## src/fan_ctrl_pkg.sv

```systemverilog
// shared constants and types of the fan motor control block
package fan_ctrl_pkg;
	localparam int unsigned CLK_HZ = 200_000_000;
	localparam int unsigned CLK_PERIOD_NS = 5;
	localparam int unsigned OSC_PERIOD_NS = 40;
	localparam int unsigned OSC_CYCLES = (OSC_PERIOD_NS + CLK_PERIOD_NS - 1) / CLK_PERIOD_NS;
	localparam int unsigned LOCK_TIME_MS = 500;
	localparam int unsigned AUTO_RESET_TIME_MS = 5000;
	localparam int unsigned INIT_TIME_US = 2000;
	localparam int unsigned HALL_MIN_FREQ_HZ = 7;
	localparam int unsigned LOCK_CYCLES_DEF = LOCK_TIME_MS * (CLK_HZ / 1000);
	localparam int unsigned AUTO_RESET_CYCLES_DEF = AUTO_RESET_TIME_MS * (CLK_HZ / 1000);
	localparam int unsigned INIT_CYCLES_DEF = INIT_TIME_US * (CLK_HZ / 1_000_000);
	localparam int unsigned HALL_SLOW_CYCLES_DEF = CLK_HZ / HALL_MIN_FREQ_HZ;
	// dc command: duty[%] = (97/3 * V - 88/3), valid 1 V .. 4 V
	localparam int unsigned DC_SLOPE = 97;
	localparam int unsigned DC_OFFSET = 88;
	localparam int unsigned DC_DENOM = 3;
	localparam int unsigned MV_PER_V = 1000;
	localparam int unsigned PERMILLE_PER_PCT = 10;
	localparam logic [15:0] DC_MIN_MV = 16'h03E8;
	localparam logic [15:0] DC_MAX_MV = 16'h0FA0;
	localparam logic [9:0] DUTY_FULL = 10'h3E8;
	localparam logic [9:0] CARRIER_LAST = 10'h3E7;
	localparam logic [9:0] STOP_TICKS = 10'h3E8;
	localparam logic [9:0] SS_TICKS_MAX = 10'h3E8;
	localparam logic [7:0] ADDR_CTRL = 8'h00;
	localparam logic [7:0] ADDR_SPEED = 8'h04;
	localparam logic [7:0] ADDR_SST = 8'h08;
	localparam logic [7:0] ADDR_STATUS = 8'h0C;
	localparam logic [15:0] SST_RESET = 16'h0010;
	localparam logic [1:0] FG_DIV_LOW = 2'h3;
	localparam logic [1:0] FG_DIV_MID = 2'h2;
	localparam logic [1:0] FG_DIV_HIGH = 2'h1;

	typedef enum logic [1:0] {LVL_LOW = 2'h0, LVL_MID = 2'h1, LVL_HIGH = 2'h2} level_t;
	typedef enum logic [1:0] {MODE_OFF = 2'h0, MODE_BRAKE = 2'h1, MODE_DRIVE = 2'h2} drive_mode_t;

	// control register, low bit first: sleep, dir[2:1], lock, phase, ov, fg[7:6], sst, dc
	typedef struct packed {
		logic dc_mode;
		logic soft_start_en;
		level_t speed_pulse_divider_select;
		logic overvoltage_level_select;
		logic phase_shift_select;
		logic lock_mode_select;
		level_t direction_brake_select;
		logic sleep;
	} ctrl_t;

	typedef struct packed {
		logic tsd;
		logic ocp;
		logic ovlo;
		logic uvlo;
	} fault_flags_t;
endpackage

```

## src/fan_ctrl.sv

```systemverilog
// control and protection logic of a single-hall three-phase fan driver
//
// What this block does
// soft start widens the enabled pwm window by one osc tick every sst_period + 1 osc ticks
// dc command duty is 97/3 times volts minus 88/3 percent, 1 V to 4 V
// direction select: low forward, middle short-brake, high reverse
// sleep set enters sleep at once, phases and regulator off; clear leaves it
// in sleep no lock, voltage, current or thermal protection acts
// auto mode: 0.5 s without hall fall brakes, alarm low, released after 5 s
// auto mode lock clears on hall fall, command start, undervoltage or sleep
// latch mode: lock after 0.5 s holds until undervoltage or sleep
// undervoltage flag forces short-brake until it clears
// overvoltage flag forces short-brake; threshold level follows select bit
// overcurrent flag forces short-brake until it clears
// thermal flag turns all phases off until it clears
// phase select low gives automatic phase correction, high a constant phase
// the host changes phase select only while the motor stands still
// speed pulse is one cycle per 3, 2 or 1 hall cycles by divider select
// soft start applies only when enabled, else full duty at once
// command is a pwm pin in pwm mode or a dc voltage against a sawtooth carrier
// after undervoltage release or sleep exit hold outputs off for 2 ms
// on stop, phases off above 7 Hz hall rate, short-brake below
// pwm command pin is sampled every 40 ns internal oscillator tick
// sleep and thermal off beat short-brake, short-brake beats drive
//
// The APB register port and the register addresses were decided locally.
`timescale 1ns/1ps
`default_nettype none
module fan_ctrl #(
	parameter int unsigned LOCK_CYCLES = fan_ctrl_pkg::LOCK_CYCLES_DEF,
	parameter int unsigned AUTO_RESET_CYCLES = fan_ctrl_pkg::AUTO_RESET_CYCLES_DEF,
	parameter int unsigned INIT_CYCLES = fan_ctrl_pkg::INIT_CYCLES_DEF,
	parameter int unsigned HALL_SLOW_CYCLES = fan_ctrl_pkg::HALL_SLOW_CYCLES_DEF
) (
	input wire logic pclk,
	input wire logic presetn,
	input wire logic psel,
	input wire logic penable,
	input wire logic pwrite,
	input wire logic [7:0] paddr,
	input wire logic [31:0] pwdata,
	output logic [31:0] prdata,
	output logic pready,
	output logic pslverr,
	input wire logic speed_command_input,
	input wire logic hall_positive_input,
	input wire logic hall_negative_input,
	input wire fan_ctrl_pkg::fault_flags_t faults,
	output fan_ctrl_pkg::drive_mode_t drive_mode,
	output logic pwm_out,
	output logic reverse,
	output logic auto_phase_correct,
	output logic ov_level_high,
	output logic regulator_output,
	output logic speed_pulse_output,
	output logic lock_alarm_output
);
	import fan_ctrl_pkg::*;

	typedef enum logic {LOCK_RUN, LOCK_TRIP} lock_state_t;

	ctrl_t ctrl;
	logic [15:0] speed_mv;
	logic [15:0] sst_period;
	lock_state_t lock_state;
	logic [31:0] lock_cnt;
	logic [31:0] init_cnt;
	logic init_busy;
	logic [31:0] hall_age;
	logic hall_diff;
	logic hall_prev;
	logic [2:0] osc_cnt;
	logic [9:0] carrier;
	logic cmd_pin;
	logic cmd_prev;
	logic [9:0] low_ticks;
	logic stopped;
	logic stop_prev;
	logic [9:0] window;
	logic [9:0] ss_ticks;
	logic [15:0] ss_cnt;
	logic ss_active;
	logic [1:0] fg_cnt;
	drive_mode_t next_mode;
	logic next_cmd;
	logic [9:0] dc_duty;
	logic [31:0] next_status;
	logic osc_tick;
	logic hall_fall;
	logic hall_edge;
	logic cmd_start;
	logic lock_release;
	logic protect_on;
	logic apb_setup;
	logic apb_write;

	// dc voltage to duty in tenths of a percent, zero below 1 V and full duty from 4 V up
	function automatic logic [9:0] dc_to_permille(input logic [15:0] mv);
		logic [31:0] num;
		num = 32'(DC_SLOPE) * 32'(mv) - 32'(DC_OFFSET * MV_PER_V);
		if (mv <= DC_MIN_MV) begin
			dc_to_permille = (mv == DC_MIN_MV) ? 10'(num / (DC_DENOM * MV_PER_V / PERMILLE_PER_PCT)) : '0;
		end else if (mv >= DC_MAX_MV) begin
			dc_to_permille = DUTY_FULL;
		end else begin
			dc_to_permille = 10'(num / (DC_DENOM * MV_PER_V / PERMILLE_PER_PCT));
		end
	endfunction

	// hall edges per toggle of the speed pulse; two toggles make one cycle
	function automatic logic [1:0] fg_edges(input level_t sel);
		unique case (sel)
			LVL_LOW: fg_edges = FG_DIV_LOW;
			LVL_HIGH: fg_edges = FG_DIV_HIGH;
			default: fg_edges = FG_DIV_MID;
		endcase
	endfunction

	assign apb_setup = psel && !penable;
	assign apb_write = psel && penable && pready && pwrite;
	assign osc_tick = (osc_cnt == 3'(OSC_CYCLES - 1));
	assign hall_fall = hall_prev && !hall_diff;
	assign hall_edge = hall_prev != hall_diff;
	assign cmd_start = stop_prev && !stopped;
	// every protection is idle while asleep
	// protections gated
	assign protect_on = !ctrl.sleep;
	// auto release events
	assign lock_release = faults.uvlo || ctrl.sleep ||
		(!ctrl.lock_mode_select && (hall_fall || cmd_start ||
		lock_cnt >= 32'(AUTO_RESET_CYCLES)));
	// dc duty mapping
	assign dc_duty = dc_to_permille(speed_mv);

	// zero-wait slave: data and error latched in setup, ready in first access cycle
	always_ff @(posedge pclk or negedge presetn) begin
		if (!presetn) begin
			pready <= 1'b0;
			pslverr <= 1'b0;
			prdata <= '0;
		end else begin
			pready <= apb_setup;
			pslverr <= apb_setup && !(paddr inside {ADDR_CTRL, ADDR_SPEED, ADDR_SST, ADDR_STATUS});
			if (apb_setup) begin
				unique case (paddr)
					ADDR_CTRL: prdata <= 32'(ctrl);
					ADDR_SPEED: prdata <= 32'(speed_mv);
					ADDR_SST: prdata <= 32'(sst_period);
					ADDR_STATUS: prdata <= next_status;
					default: prdata <= '0;
				endcase
			end
		end
	end

	always_comb begin
		next_status = {19'h0, stopped, ss_active, init_busy, (hall_age < 32'(HALL_SLOW_CYCLES)),
			lock_state == LOCK_TRIP, 2'(drive_mode), 1'b0, faults, 1'b0};
	end

	always_ff @(posedge pclk or negedge presetn) begin
		if (!presetn) begin
			ctrl <= '0;
			speed_mv <= '0;
			sst_period <= SST_RESET;
		end else if (apb_write) begin
			if (paddr == ADDR_CTRL) begin
				ctrl <= ctrl_t'(pwdata[$bits(ctrl_t)-1:0]);
			end
			if (paddr == ADDR_SPEED) begin
				speed_mv <= pwdata[15:0];
			end
			if (paddr == ADDR_SST) begin
				sst_period <= pwdata[15:0];
			end
		end
	end

	// 40 ns command sampling
	always_ff @(posedge pclk or negedge presetn) begin
		if (!presetn) begin
			osc_cnt <= '0;
			cmd_pin <= 1'b0;
			carrier <= '0;
		end else begin
			osc_cnt <= osc_tick ? '0 : osc_cnt + 3'h1;
			if (osc_tick) begin
				cmd_pin <= speed_command_input;
				carrier <= (carrier == CARRIER_LAST) ? '0 : carrier + 10'h1;
			end
		end
	end

	// stop detection: zero dc duty, or pin low for a whole carrier period
	always_ff @(posedge pclk or negedge presetn) begin
		if (!presetn) begin
			low_ticks <= '0;
			stopped <= 1'b1;
			stop_prev <= 1'b1;
		end else begin
			stop_prev <= stopped;
			if (osc_tick) begin
				low_ticks <= cmd_pin ? '0 : ((low_ticks == STOP_TICKS) ? low_ticks : low_ticks + 10'h1);
			end
			stopped <= ctrl.dc_mode ? (dc_duty == '0) : (low_ticks == STOP_TICKS);
		end
	end

	// command source select
	always_comb begin
		next_cmd = ctrl.dc_mode ? (carrier < dc_duty) : cmd_pin;
	end

	// soft start window ramp
	always_ff @(posedge pclk or negedge presetn) begin
		if (!presetn) begin
			cmd_prev <= 1'b0;
			window <= '0;
			ss_ticks <= '0;
			ss_cnt <= '0;
			ss_active <= 1'b1;
		end else begin
			cmd_prev <= next_cmd;
			if (next_cmd && !cmd_prev) begin
				window <= '0;
			end else if (osc_tick && window != SS_TICKS_MAX) begin
				window <= window + 10'h1;
			end
			if (init_busy) begin
				ss_ticks <= '0;
				ss_cnt <= '0;
				ss_active <= 1'b1;
			end else if (!ctrl.soft_start_en || ss_ticks == SS_TICKS_MAX) begin
				// soft start bypass
				ss_active <= 1'b0;
			end else if (osc_tick) begin
				if (ss_cnt >= sst_period) begin
					ss_cnt <= '0;
					ss_ticks <= ss_ticks + 10'h1;
				end else begin
					ss_cnt <= ss_cnt + 16'h1;
				end
			end
		end
	end

	// init hold after wake or supply recovery
	always_ff @(posedge pclk or negedge presetn) begin
		if (!presetn) begin
			init_cnt <= '0;
			init_busy <= 1'b1;
		end else begin
			if (ctrl.sleep || faults.uvlo) begin
				init_cnt <= '0;
				init_busy <= 1'b1;
			end else if (init_cnt >= 32'(INIT_CYCLES - 1)) begin
				init_busy <= 1'b0;
			end else begin
				init_cnt <= init_cnt + 32'h1;
			end
		end
	end

	// hall comparator and age since last falling edge
	always_ff @(posedge pclk or negedge presetn) begin
		if (!presetn) begin
			hall_diff <= 1'b0;
			hall_prev <= 1'b0;
			hall_age <= '1;
		end else begin
			hall_diff <= hall_positive_input && !hall_negative_input;
			hall_prev <= hall_diff;
			if (hall_fall) begin
				hall_age <= '0;
			end else if (hall_age != '1) begin
				hall_age <= hall_age + 32'h1;
			end
		end
	end

	// lock timeout and auto reset
	// latch mode hold
	always_ff @(posedge pclk or negedge presetn) begin
		if (!presetn) begin
			lock_state <= LOCK_RUN;
			lock_cnt <= '0;
		end else begin
			unique case (lock_state)
				LOCK_RUN: begin
					if (!protect_on || init_busy || stopped || hall_fall) begin
						lock_cnt <= '0;
					end else if (lock_cnt >= 32'(LOCK_CYCLES - 1)) begin
						lock_state <= LOCK_TRIP;
						lock_cnt <= '0;
					end else begin
						lock_cnt <= lock_cnt + 32'h1;
					end
				end
				LOCK_TRIP: begin
					if (lock_release) begin
						lock_state <= LOCK_RUN;
						lock_cnt <= '0;
					end else begin
						lock_cnt <= lock_cnt + 32'h1;
					end
				end
			endcase
		end
	end

	// output priority
	always_comb begin
		// undervoltage keeps braking although it also rearms the init hold
		if (ctrl.sleep || (protect_on && faults.tsd) || (init_busy && !faults.uvlo)) begin
			// sleep all off
			// thermal all off
			next_mode = MODE_OFF;
		end else if ((protect_on && (faults.uvlo || faults.ovlo || faults.ocp)) ||
			lock_state == LOCK_TRIP || ctrl.direction_brake_select == LVL_MID) begin
			// middle level brakes
			// undervoltage brake
			// overvoltage brake
			// overcurrent brake
			next_mode = MODE_BRAKE;
		end else if (stopped) begin
			// stop coast or brake
			next_mode = (hall_age < 32'(HALL_SLOW_CYCLES)) ? MODE_OFF : MODE_BRAKE;
		end else begin
			next_mode = MODE_DRIVE;
		end
	end

	always_ff @(posedge pclk or negedge presetn) begin
		if (!presetn) begin
			drive_mode <= MODE_OFF;
			pwm_out <= 1'b0;
			reverse <= 1'b0;
			auto_phase_correct <= 1'b1;
			ov_level_high <= 1'b0;
			regulator_output <= 1'b0;
			lock_alarm_output <= 1'b1;
		end else begin
			drive_mode <= next_mode;
			pwm_out <= next_mode == MODE_DRIVE && next_cmd && (!ss_active || window < ss_ticks);
			// direction decode
			reverse <= ctrl.direction_brake_select == LVL_HIGH;
			// phase correction select
			auto_phase_correct <= !ctrl.phase_shift_select;
			ov_level_high <= ctrl.overvoltage_level_select;
			regulator_output <= !ctrl.sleep;
			lock_alarm_output <= lock_state != LOCK_TRIP;
		end
	end

	// speed pulse divider
	always_ff @(posedge pclk or negedge presetn) begin
		if (!presetn) begin
			fg_cnt <= '0;
			speed_pulse_output <= 1'b0;
		end else if (hall_edge) begin
			if (fg_cnt + 2'h1 >= fg_edges(ctrl.speed_pulse_divider_select)) begin
				fg_cnt <= '0;
				speed_pulse_output <= !speed_pulse_output;
			end else begin
				fg_cnt <= fg_cnt + 2'h1;
			end
		end
	end
endmodule
`default_nettype wire

```

## config.mk

```make
export PLATFORM = sky130hd
export DESIGN_NAME = fan_ctrl
export DESIGN_NICKNAME = d
export VERILOG_FILES = /design/src/fan_ctrl_pkg.sv /design/src/fan_ctrl.sv
export SDC_FILE = /design/constraint.sdc
export NUM_CORES = 1
export LEC_CHECK = 0
export BUFFER_PORTS_ARGS = -buffer_cell sky130_fd_sc_hd__buf_2
export CAP_MARGIN = 0
export CORE_MARGIN = 2
export CORE_UTILIZATION = 58
export DETAILED_ROUTE_END_ITERATION = 7
export GPL_ROUTABILITY_DRIVEN = 0
export GPL_TIMING_DRIVEN = 0
export HOLD_SLACK_MARGIN = 0.06
export MAX_ROUTING_LAYER = met4
export PLACE_DENSITY = 0.8
export SLEW_MARGIN = 20
export SYNTH_ARGS = -nofsm -noshare
export SYNTH_HDL_FRONTEND = slang
export SYNTH_SLANG_ARGS = --single-unit
```

## constraint.sdc

```tcl
create_clock -name pclk -period 43.4 [get_ports pclk]
set_clock_uncertainty 0.05 [all_clocks]
set_input_delay 6.51 -clock pclk [delete_from_list [all_inputs] [get_ports pclk]]
set_output_delay 6.51 -clock pclk [all_outputs]
set_load 0.01 [all_outputs]
```

==> summary.md, run 1 <==
| Metric | Value |
|---|---|
| Startpoint Class | register |
| Final WL | roughly 46000 um |
| Worst-case clock buffer depth | 3 |
| Crit-path most repeated cell | ha_1 |
| Core area | 31800 um^2 |
| Drc violations | 0 |
| DPL Wire Length | 34600 um |
| Distinct cells, synth | ~130 |
| CTS H-Tree Depth | 1 |
| Number of port buffers | a little over 60 |
| Final setup fails | 0 |
| CP max FO | 10 |
| Critical Path Slowest Stage Cell | mux2i_1 |
| Worst-path clk slew | ~0.060 ns |
| Cts repair resizes | 0 |
| Die width | around 180 um |
| Setup CP Type | register to register |
| RR Endpoint | window[6]$_DFFE_PN0P_ |
| Most frequent cells in the layout | nor2_1 (216), dfrtp_1 (196), nand2_1 (187) |
| Top Usage Layer GRT | met2 |
| Overflow after GRT | 0 |
| DRT Pass-1 Iters | 5 |
| Final nets | 2456 |
| Fillers | roughly 2600 |
| Peak Freq | ~0.060 GHz |
| CTS tree | built |
| Unrepaired setup endpoints after global routing | no |
| Global-route wire length before repair | 77400 um |
| Via count | 16500 |
| Mapped Cells | roughly 2200 |
| Top-Level Pins | 95 |
| CP peak stage delay | about 0.6 ns |
| TNS Setup | 0 ns |
| EDFF count, synth | 0 |
| Root buffer cell | clkbuf_16 |
| Skew-Pair Late Insertion Delay | ~0.53 ns |
| Register bit total from synthesis | 235 |
| CTS Hold Bufs | 0 |
| Initial antenna violation count | 8 |
| Asr flop ratio synth | between 90% and 100% |
| R2R Path Start | speed_mv[3]$_DFFE_PN0P_ |
| Commonest non-fill, non-tap cell in the layout | nor2_1 |
| Crit. Startpoint | speed_mv[3]$_DFFE_PN0P_ |
| Synth-to-Final Area Change | 9.74% |
| Met3 Track Usage GR | between 3 and 4% |
| Initial Utilization | between 50% and 60% |
| FF-to-FF setup slack | between 20 and 30 ns |
| Worst-case reg-to-reg path depth | 55 |
| Capture point of the critical path | window[6]$_DFFE_PN0P_ |
| Critical Path RT | ~44 ns |
| # clock sinks | approximately 240 |
| Syn_area_per_cell | 8.75 um^2 |
| Outcome | finished clean |
| Met1 GRT Util | between 30 and 40% |
| GRT Util Overall | between 20 and 30% |
| Min cycle time layout | between 15 and 20 ns |
| Synth Flop Type | dfrtp_1 |
| Actual slew at the worst max-slew pin | ~0.81 ns |
| Vias in the first global route | ~16000 |
| Met2 Use GR | between 40% and 50% |
| Worst setup EP type | register |
| # Post-CTS Setup Buffers | 0 |
| Worst Hold Class | register to register |
| DRT iter0 DRCs | 1313 |
| Avg WL per Cell | 16.9 um |
| Largest net degree at the start of global routing | 98 |
| Slew headroom | 45.5% |
| Layout cells sized above 1 | between 10 and 15% |
| Vias per inst | a little over 6 |
| Die Y-Extent | approximately 180 um |
| Remaining antenna violation count | 0 |
| Final hold viol count | 0 |
| Synth Cell Area | approximately 19000 um^2 |
| Sequential element share of the synthesized area | between 30% and 40% |
| Num CTS Buffers | 25 |
| Max-slew violations | 0 |
| Max_cap viols | 0 |
| Arrival time at the worst endpoint | about 17 ns |
| Total die area | ~34000 um^2 |
| Tcrit/Tclk final | about two fifths |
| Ys Warns | 0 |
| Rows | 65 |
per-layer routing:
| layer | wire [um] | part of all wire [%] |
|---|---|---|
| met1 | 19200 | 42 |
| met2 | 22800 | 50 |
| met3 | 2310 | 5.0 |
| met4 | 1620 | 3.5 |
| met5 | 0 | 0 |
area by class of cell:
class	count	area (um^2)	share of cell area, %
timing repair buffer	63	370	1.79
buffer	90	440	2.13
sequential	235	5930	28.7
inverter	115	432	2.09
antenna	8	20.0	0.0969
multi-input combinational	1727	12100	58.5
tap	435	544	2.63
clock buffer	36	737	3.57
clock inverter	9	106	0.515
kinds of logic (layout without fill, tap and decap cells):
| kind of cell | after synthesis | after routing | synth area share (%) |
|---|---|---|---|
| XOR/XNOR | 173 | 173 | 8.48 |
| adder cells (fa/ha/maj) | 154 | 154 | 10.5 |
| AND/OR/NAND/NOR | 792 | 792 | 20.9 |
| multiplexers | 65 | 65 | 4.32 |
| other | 1 | 24 | 0.0199 |
| AO/OA/AOI/OAI | 527 | 527 | 19.7 |
| buffers and inverters | 205 | 313 | 4.63 |
| flip-flops | 235 | 235 | 31.5 |
state kept, by name (all words and copies together) (netlist names), 2 cells and up:
register	flops
ctrl	10
hall_age	32
speed_mv	16
drive_mode	2
low_ticks	10
window	10
sst_period	16
prdata	16
fg_cnt	2
carrier	10
lock_cnt	32
ss_ticks	10
osc_cnt	3
ss_cnt	16
init_cnt	32
cells in the mapped netlist (19+ instances only):
cell,count,area share [%]
nor2_1,216,4.3
dfrtp_1,196,26
nand2_1,187,3.7
ha_1,137,9.1
o21ai_0,133,3.5
inv_1,113,2.3
a21oi_1,105,2.8
xor2_1,86,4.0
xnor2_1,79,3.7
nand3_1,74,2.0
clkbuf_1,53,1.1
nor3_1,51,1.4
nand4_1,49,1.6
dfstp_2,39,5.4
and2_1,38,1.3
mux2i_1,33,1.8
and3_1,31,1.0
nand2b_1,30,1.0
a31oi_1,25,0.83
a21o_1,23,0.92
nor2b_1,23,0.76
or3_1,21,0.70
buf_4,19,0.76
mux2_2,19,1.1
how the worst min path moves through the flow:
stage | start | end | slack, ns | cells after the start
after global routing | hall_diff$_DFF_PN0_ | hall_prev$_DFF_PN0_ | 0.35 | 0
final | hall_diff$_DFF_PN0_ | hall_prev$_DFF_PN0_ | 0.34 | 0
after detailed placement | hall_diff$_DFF_PN0_ | hall_prev$_DFF_PN0_ | 0.32 | 0
after floorplan | hall_diff$_DFF_PN0_ | hall_prev$_DFF_PN0_ | 0.30 | 0
after CTS | hall_diff$_DFF_PN0_ | hall_prev$_DFF_PN0_ | 0.34 | 0
after global placement | hall_diff$_DFF_PN0_ | hall_prev$_DFF_PN0_ | 0.32 | 0
worst max-delay path: cells and delay by family (launching register included):
kind / cells / cell delay (ns)
muxes: 5 / 2.14
DFF: 1 / 0.39
buffers and inverters: 4 / 1.00
and+or+nand+nor: 14 / 3.06
xor gates and xnor gates: 4 / 1.10
AOI/OAI and AO/OA: 23 / 6.97
adders and majority gates: 5 / 1.84
per-stage QoR:
stage | instances | instance area, um^2 | hold slack, ns | setup slack [ns] | util, %
detailed placement | 2665 | 19800 | 0.323 | 26.98 | 62.3
floorplan | 2167 | 18900 | 0.304 | 29.38 | -
global route | 2718 | 20700 | 0.353 | 25.34 | 65.0
CTS | 2710 | 20600 | 0.337 | 26.89 | 64.9
finish | 2718 | 20700 | 0.336 | 26.70 | 65.0
global placement | 2663 | 19700 | 0.317 | 27.36 | 62.1
Power of run 1 is left out: the tool's default activity adds up to more than one toggle a clock period on the data nets, which glitch-free logic cannot reach.
==> run 2: changes to the inputs <==
==> constraint.sdc (replaced) <==
create_clock -name pclk -period 17.4 [get_ports pclk]
set_clock_uncertainty 0.05 [all_clocks]
set_input_delay 2.61 -clock pclk [delete_from_list [all_inputs] [get_ports pclk]]
set_output_delay 2.61 -clock pclk [all_outputs]
set_load 0.01 [all_outputs]
==> run 2 against run 1 <==
  * Sequential share of layout area is 0.078 points lower
  * Die area unchanged
  * Via count grew 0.31%
  * Global-route usage did not move
  * Final area increased by 0.27%
  * Critical path depth rose by 2
  * Maximum frequency grew 2.6%
  * Flip-flop and latch count unchanged
  * Routed wire length is 0.41% higher
==> summary.md, run 2 (same netlist as run 1, synthesis figures left out) <==
| Metric | Value |
|---|---|
| Setup WS pre-CTS | 0.975 ns (-26.00 ns) |
| Worst Hold Class | register to register |
| Max_cap viols | 0 (unchanged) |
| Number of port buffers | 61 (unchanged) |
| Biggest regs | hall_age: 32 flops, init_cnt: 32 flops, lock_cnt: 32 flops |
| Avg WL per Cell | 16.9 um (+0.34%) |
| Hold_sp | hall_diff$_DFF_PN0_ |
| R2R Path Start | speed_mv[3]$_DFFE_PN0P_ |
| Final setup fails | 0 (unchanged) |
| Num CTS Buffers | 25 (unchanged) |
| Min cycle time layout | 16.28 ns (-0.429 ns) |
| Vias in the first global route | 16200 (unchanged) |
| Cell area after layout | 20700 um^2 (+0.27%) |
| Remaining antenna violation count | 0 (unchanged) |
| Layout cells sized above 1 | 12.6% (+0.26 points) |
| Crit-path most repeated cell | ha_1 |
| Sequential cell area | 5930 um^2 (unchanged) |
| CP max FO | 10 (unchanged) |
| # clock sinks | 235 (unchanged) |
| Tcrit/Tclk final | 93.5% (+55 points) |
| Via count | 16600 (+0.31%) |
| Startpoint Class | register |
| Largest net degree at the start of global routing | 98 (unchanged) |
| Drc violations | 0 (unchanged) |
| Die width | 184 um (unchanged) |
| Total die area | 33900 um^2 (unchanged) |
| Worst setup EP type | register |
| Critical Path Slowest Stage Cell | mux2i_2 |
| Final worst slack | 1.12 ns (-25.57 ns) |
| Crit. Startpoint | speed_mv[3]$_DFFE_PN0P_ |
| CP peak stage delay | 0.49 ns (-0.12 ns) |
| CTS tree | built |
| Max-slew violations | 0 (unchanged) |
| Multi-input logic area | 12100 um^2 (+0.28%) |
| Global-route wire length before repair | 77400 um (unchanged) |
| TNS Setup | 0 ns (unchanged) |
| Overflow after GRT | 0 (unchanged) |
| GRT Util Overall | 28.2% (unchanged) |
| Initial Utilization | 59.2% (unchanged) |
| Setup CP Type | register to register |
| Fillers | 2614 (-0.34%) |
| CTS H-Tree Depth | 1 (unchanged) |
| Worst-case clock buffer depth | 3 (unchanged) |
| Top-Level Pins | 95 (unchanged) |
| Most frequent cells in the layout | nor2_1 (215), dfrtp_1 (196), nand2_1 (187) |
| Final WL | 46100 um (+0.41%) |
| Peak Freq | 0.0614 GHz (+2.6%) |
| Synth-to-Final Area Change | 10.0% |
| DRT iter0 DRCs | 1367 (+4.1%) |
| Core area | 31800 um^2 (unchanged) |
| Skew-Pair Late Insertion Delay | 0.53 ns (about the same) |
| CTS Hold Bufs | 0 (unchanged) |
| Critical Path RT | 17.80 ns (-25.94 ns) |
| Actual slew at the worst max-slew pin | 0.787 ns (-0.0272 ns) |
| Initial antenna violation count | 8 (unchanged) |
| Root buffer cell | clkbuf_16 |
| Arrival time at the worst endpoint | 16.68 ns (-0.36 ns) |
| Slew headroom | 47.3% (+1.8 points) |
| Commonest non-fill, non-tap cell in the layout | nor2_1 |
| DRT Pass-1 Iters | 5 (unchanged) |
| Outcome | finished clean |
| Die Y-Extent | 184 um (unchanged) |
| Placed Area | 19800 um^2 (unchanged) |
| Final nets | 2457 (+0.041%) |
| DPL Wire Length | 34600 um (unchanged) |
| Worst-path clk slew | 0.06 ns (about the same) |
| Rows | 65 (unchanged) |
| Final Util | 65.2% (+0.18 points) |
| Final hold viol count | 0 (unchanged) |
| Vias per inst | 6.10 (+0.23%) |
## run 2: cell type report
| class | instances | share of cell area (%) |
|---|---|---|
| clock buffers | 36 | 3.56 |
| multi-input cells | 1727 | 58.5 |
| clock inverters | 9 | 0.513 |
| repair buffers | 64 | 1.88 |
| flip-flops and latches | 235 | 28.6 |
| diodes | 9 | 0.109 |
| inverters | 115 | 2.08 |
| well taps | 435 | 2.63 |
| plain buffers | 90 | 2.12 |
## run 2: per-layer routing
layer	GRT usage (%)	share of wire [%]	vias to the layer above
met1	34.0	42	8026
met4	10.5	3.5	0
met5	-	0	-
met2	48.3	50	481
met3	3.56	5.0	105
li1	-	-	7982
## run 2: worst max-delay path: cells and delay by family (launching register included)
| family | cells | cell delay (ns) |
|---|---|---|
| simple gates | 18 | 4.44 |
| flops | 1 | 0.39 |
| mux | 2 | 0.89 |
| xor+xnor | 1 | 0.40 |
| fa+ha+maj | 7 | 2.50 |
| buf+inv | 6 | 1.45 |
| compound gates | 23 | 6.06 |
## run 2: worst paths after layout
check / slack, ns / end / depth (start not counted)
worst max-delay path: 1.12 / window[6]$_DFFE_PN0P_ / 57
worst min-delay path: 0.34 / hall_prev$_DFF_PN0_ / 0
worst max register to register: 1.12 / window[6]$_DFFE_PN0P_ / 57
worst min register to register: 0.34 / hall_prev$_DFF_PN0_ / 0
max in group asynchronous: 14.50 / hall_age[23]$_DFFE_PN1P_ / 2
min in group asynchronous: 1.96 / init_cnt[10]$_DFFE_PN0P_ / 1
## run 2: metrics by stage
stage | hold WS (ns) | cells
4_1_cts | 0.337 | 2710
2_1_floorplan | 0.304 | 2167
5_1_grt | 0.353 | 2719
6_report | 0.337 | 2720
3_5_place_dp | 0.323 | 2665
3_3_place_gp | 0.317 | 2663
## run 2: what timing repair did
action / 4_1_cts / 5_1_grt
resized for setup: 0 / 6
hold endpoints to repair: 0 / 0
setup endpoints to repair: 0 / 13
buffers inserted: 0 / 1
Power of run 2 is left out for the same reason.
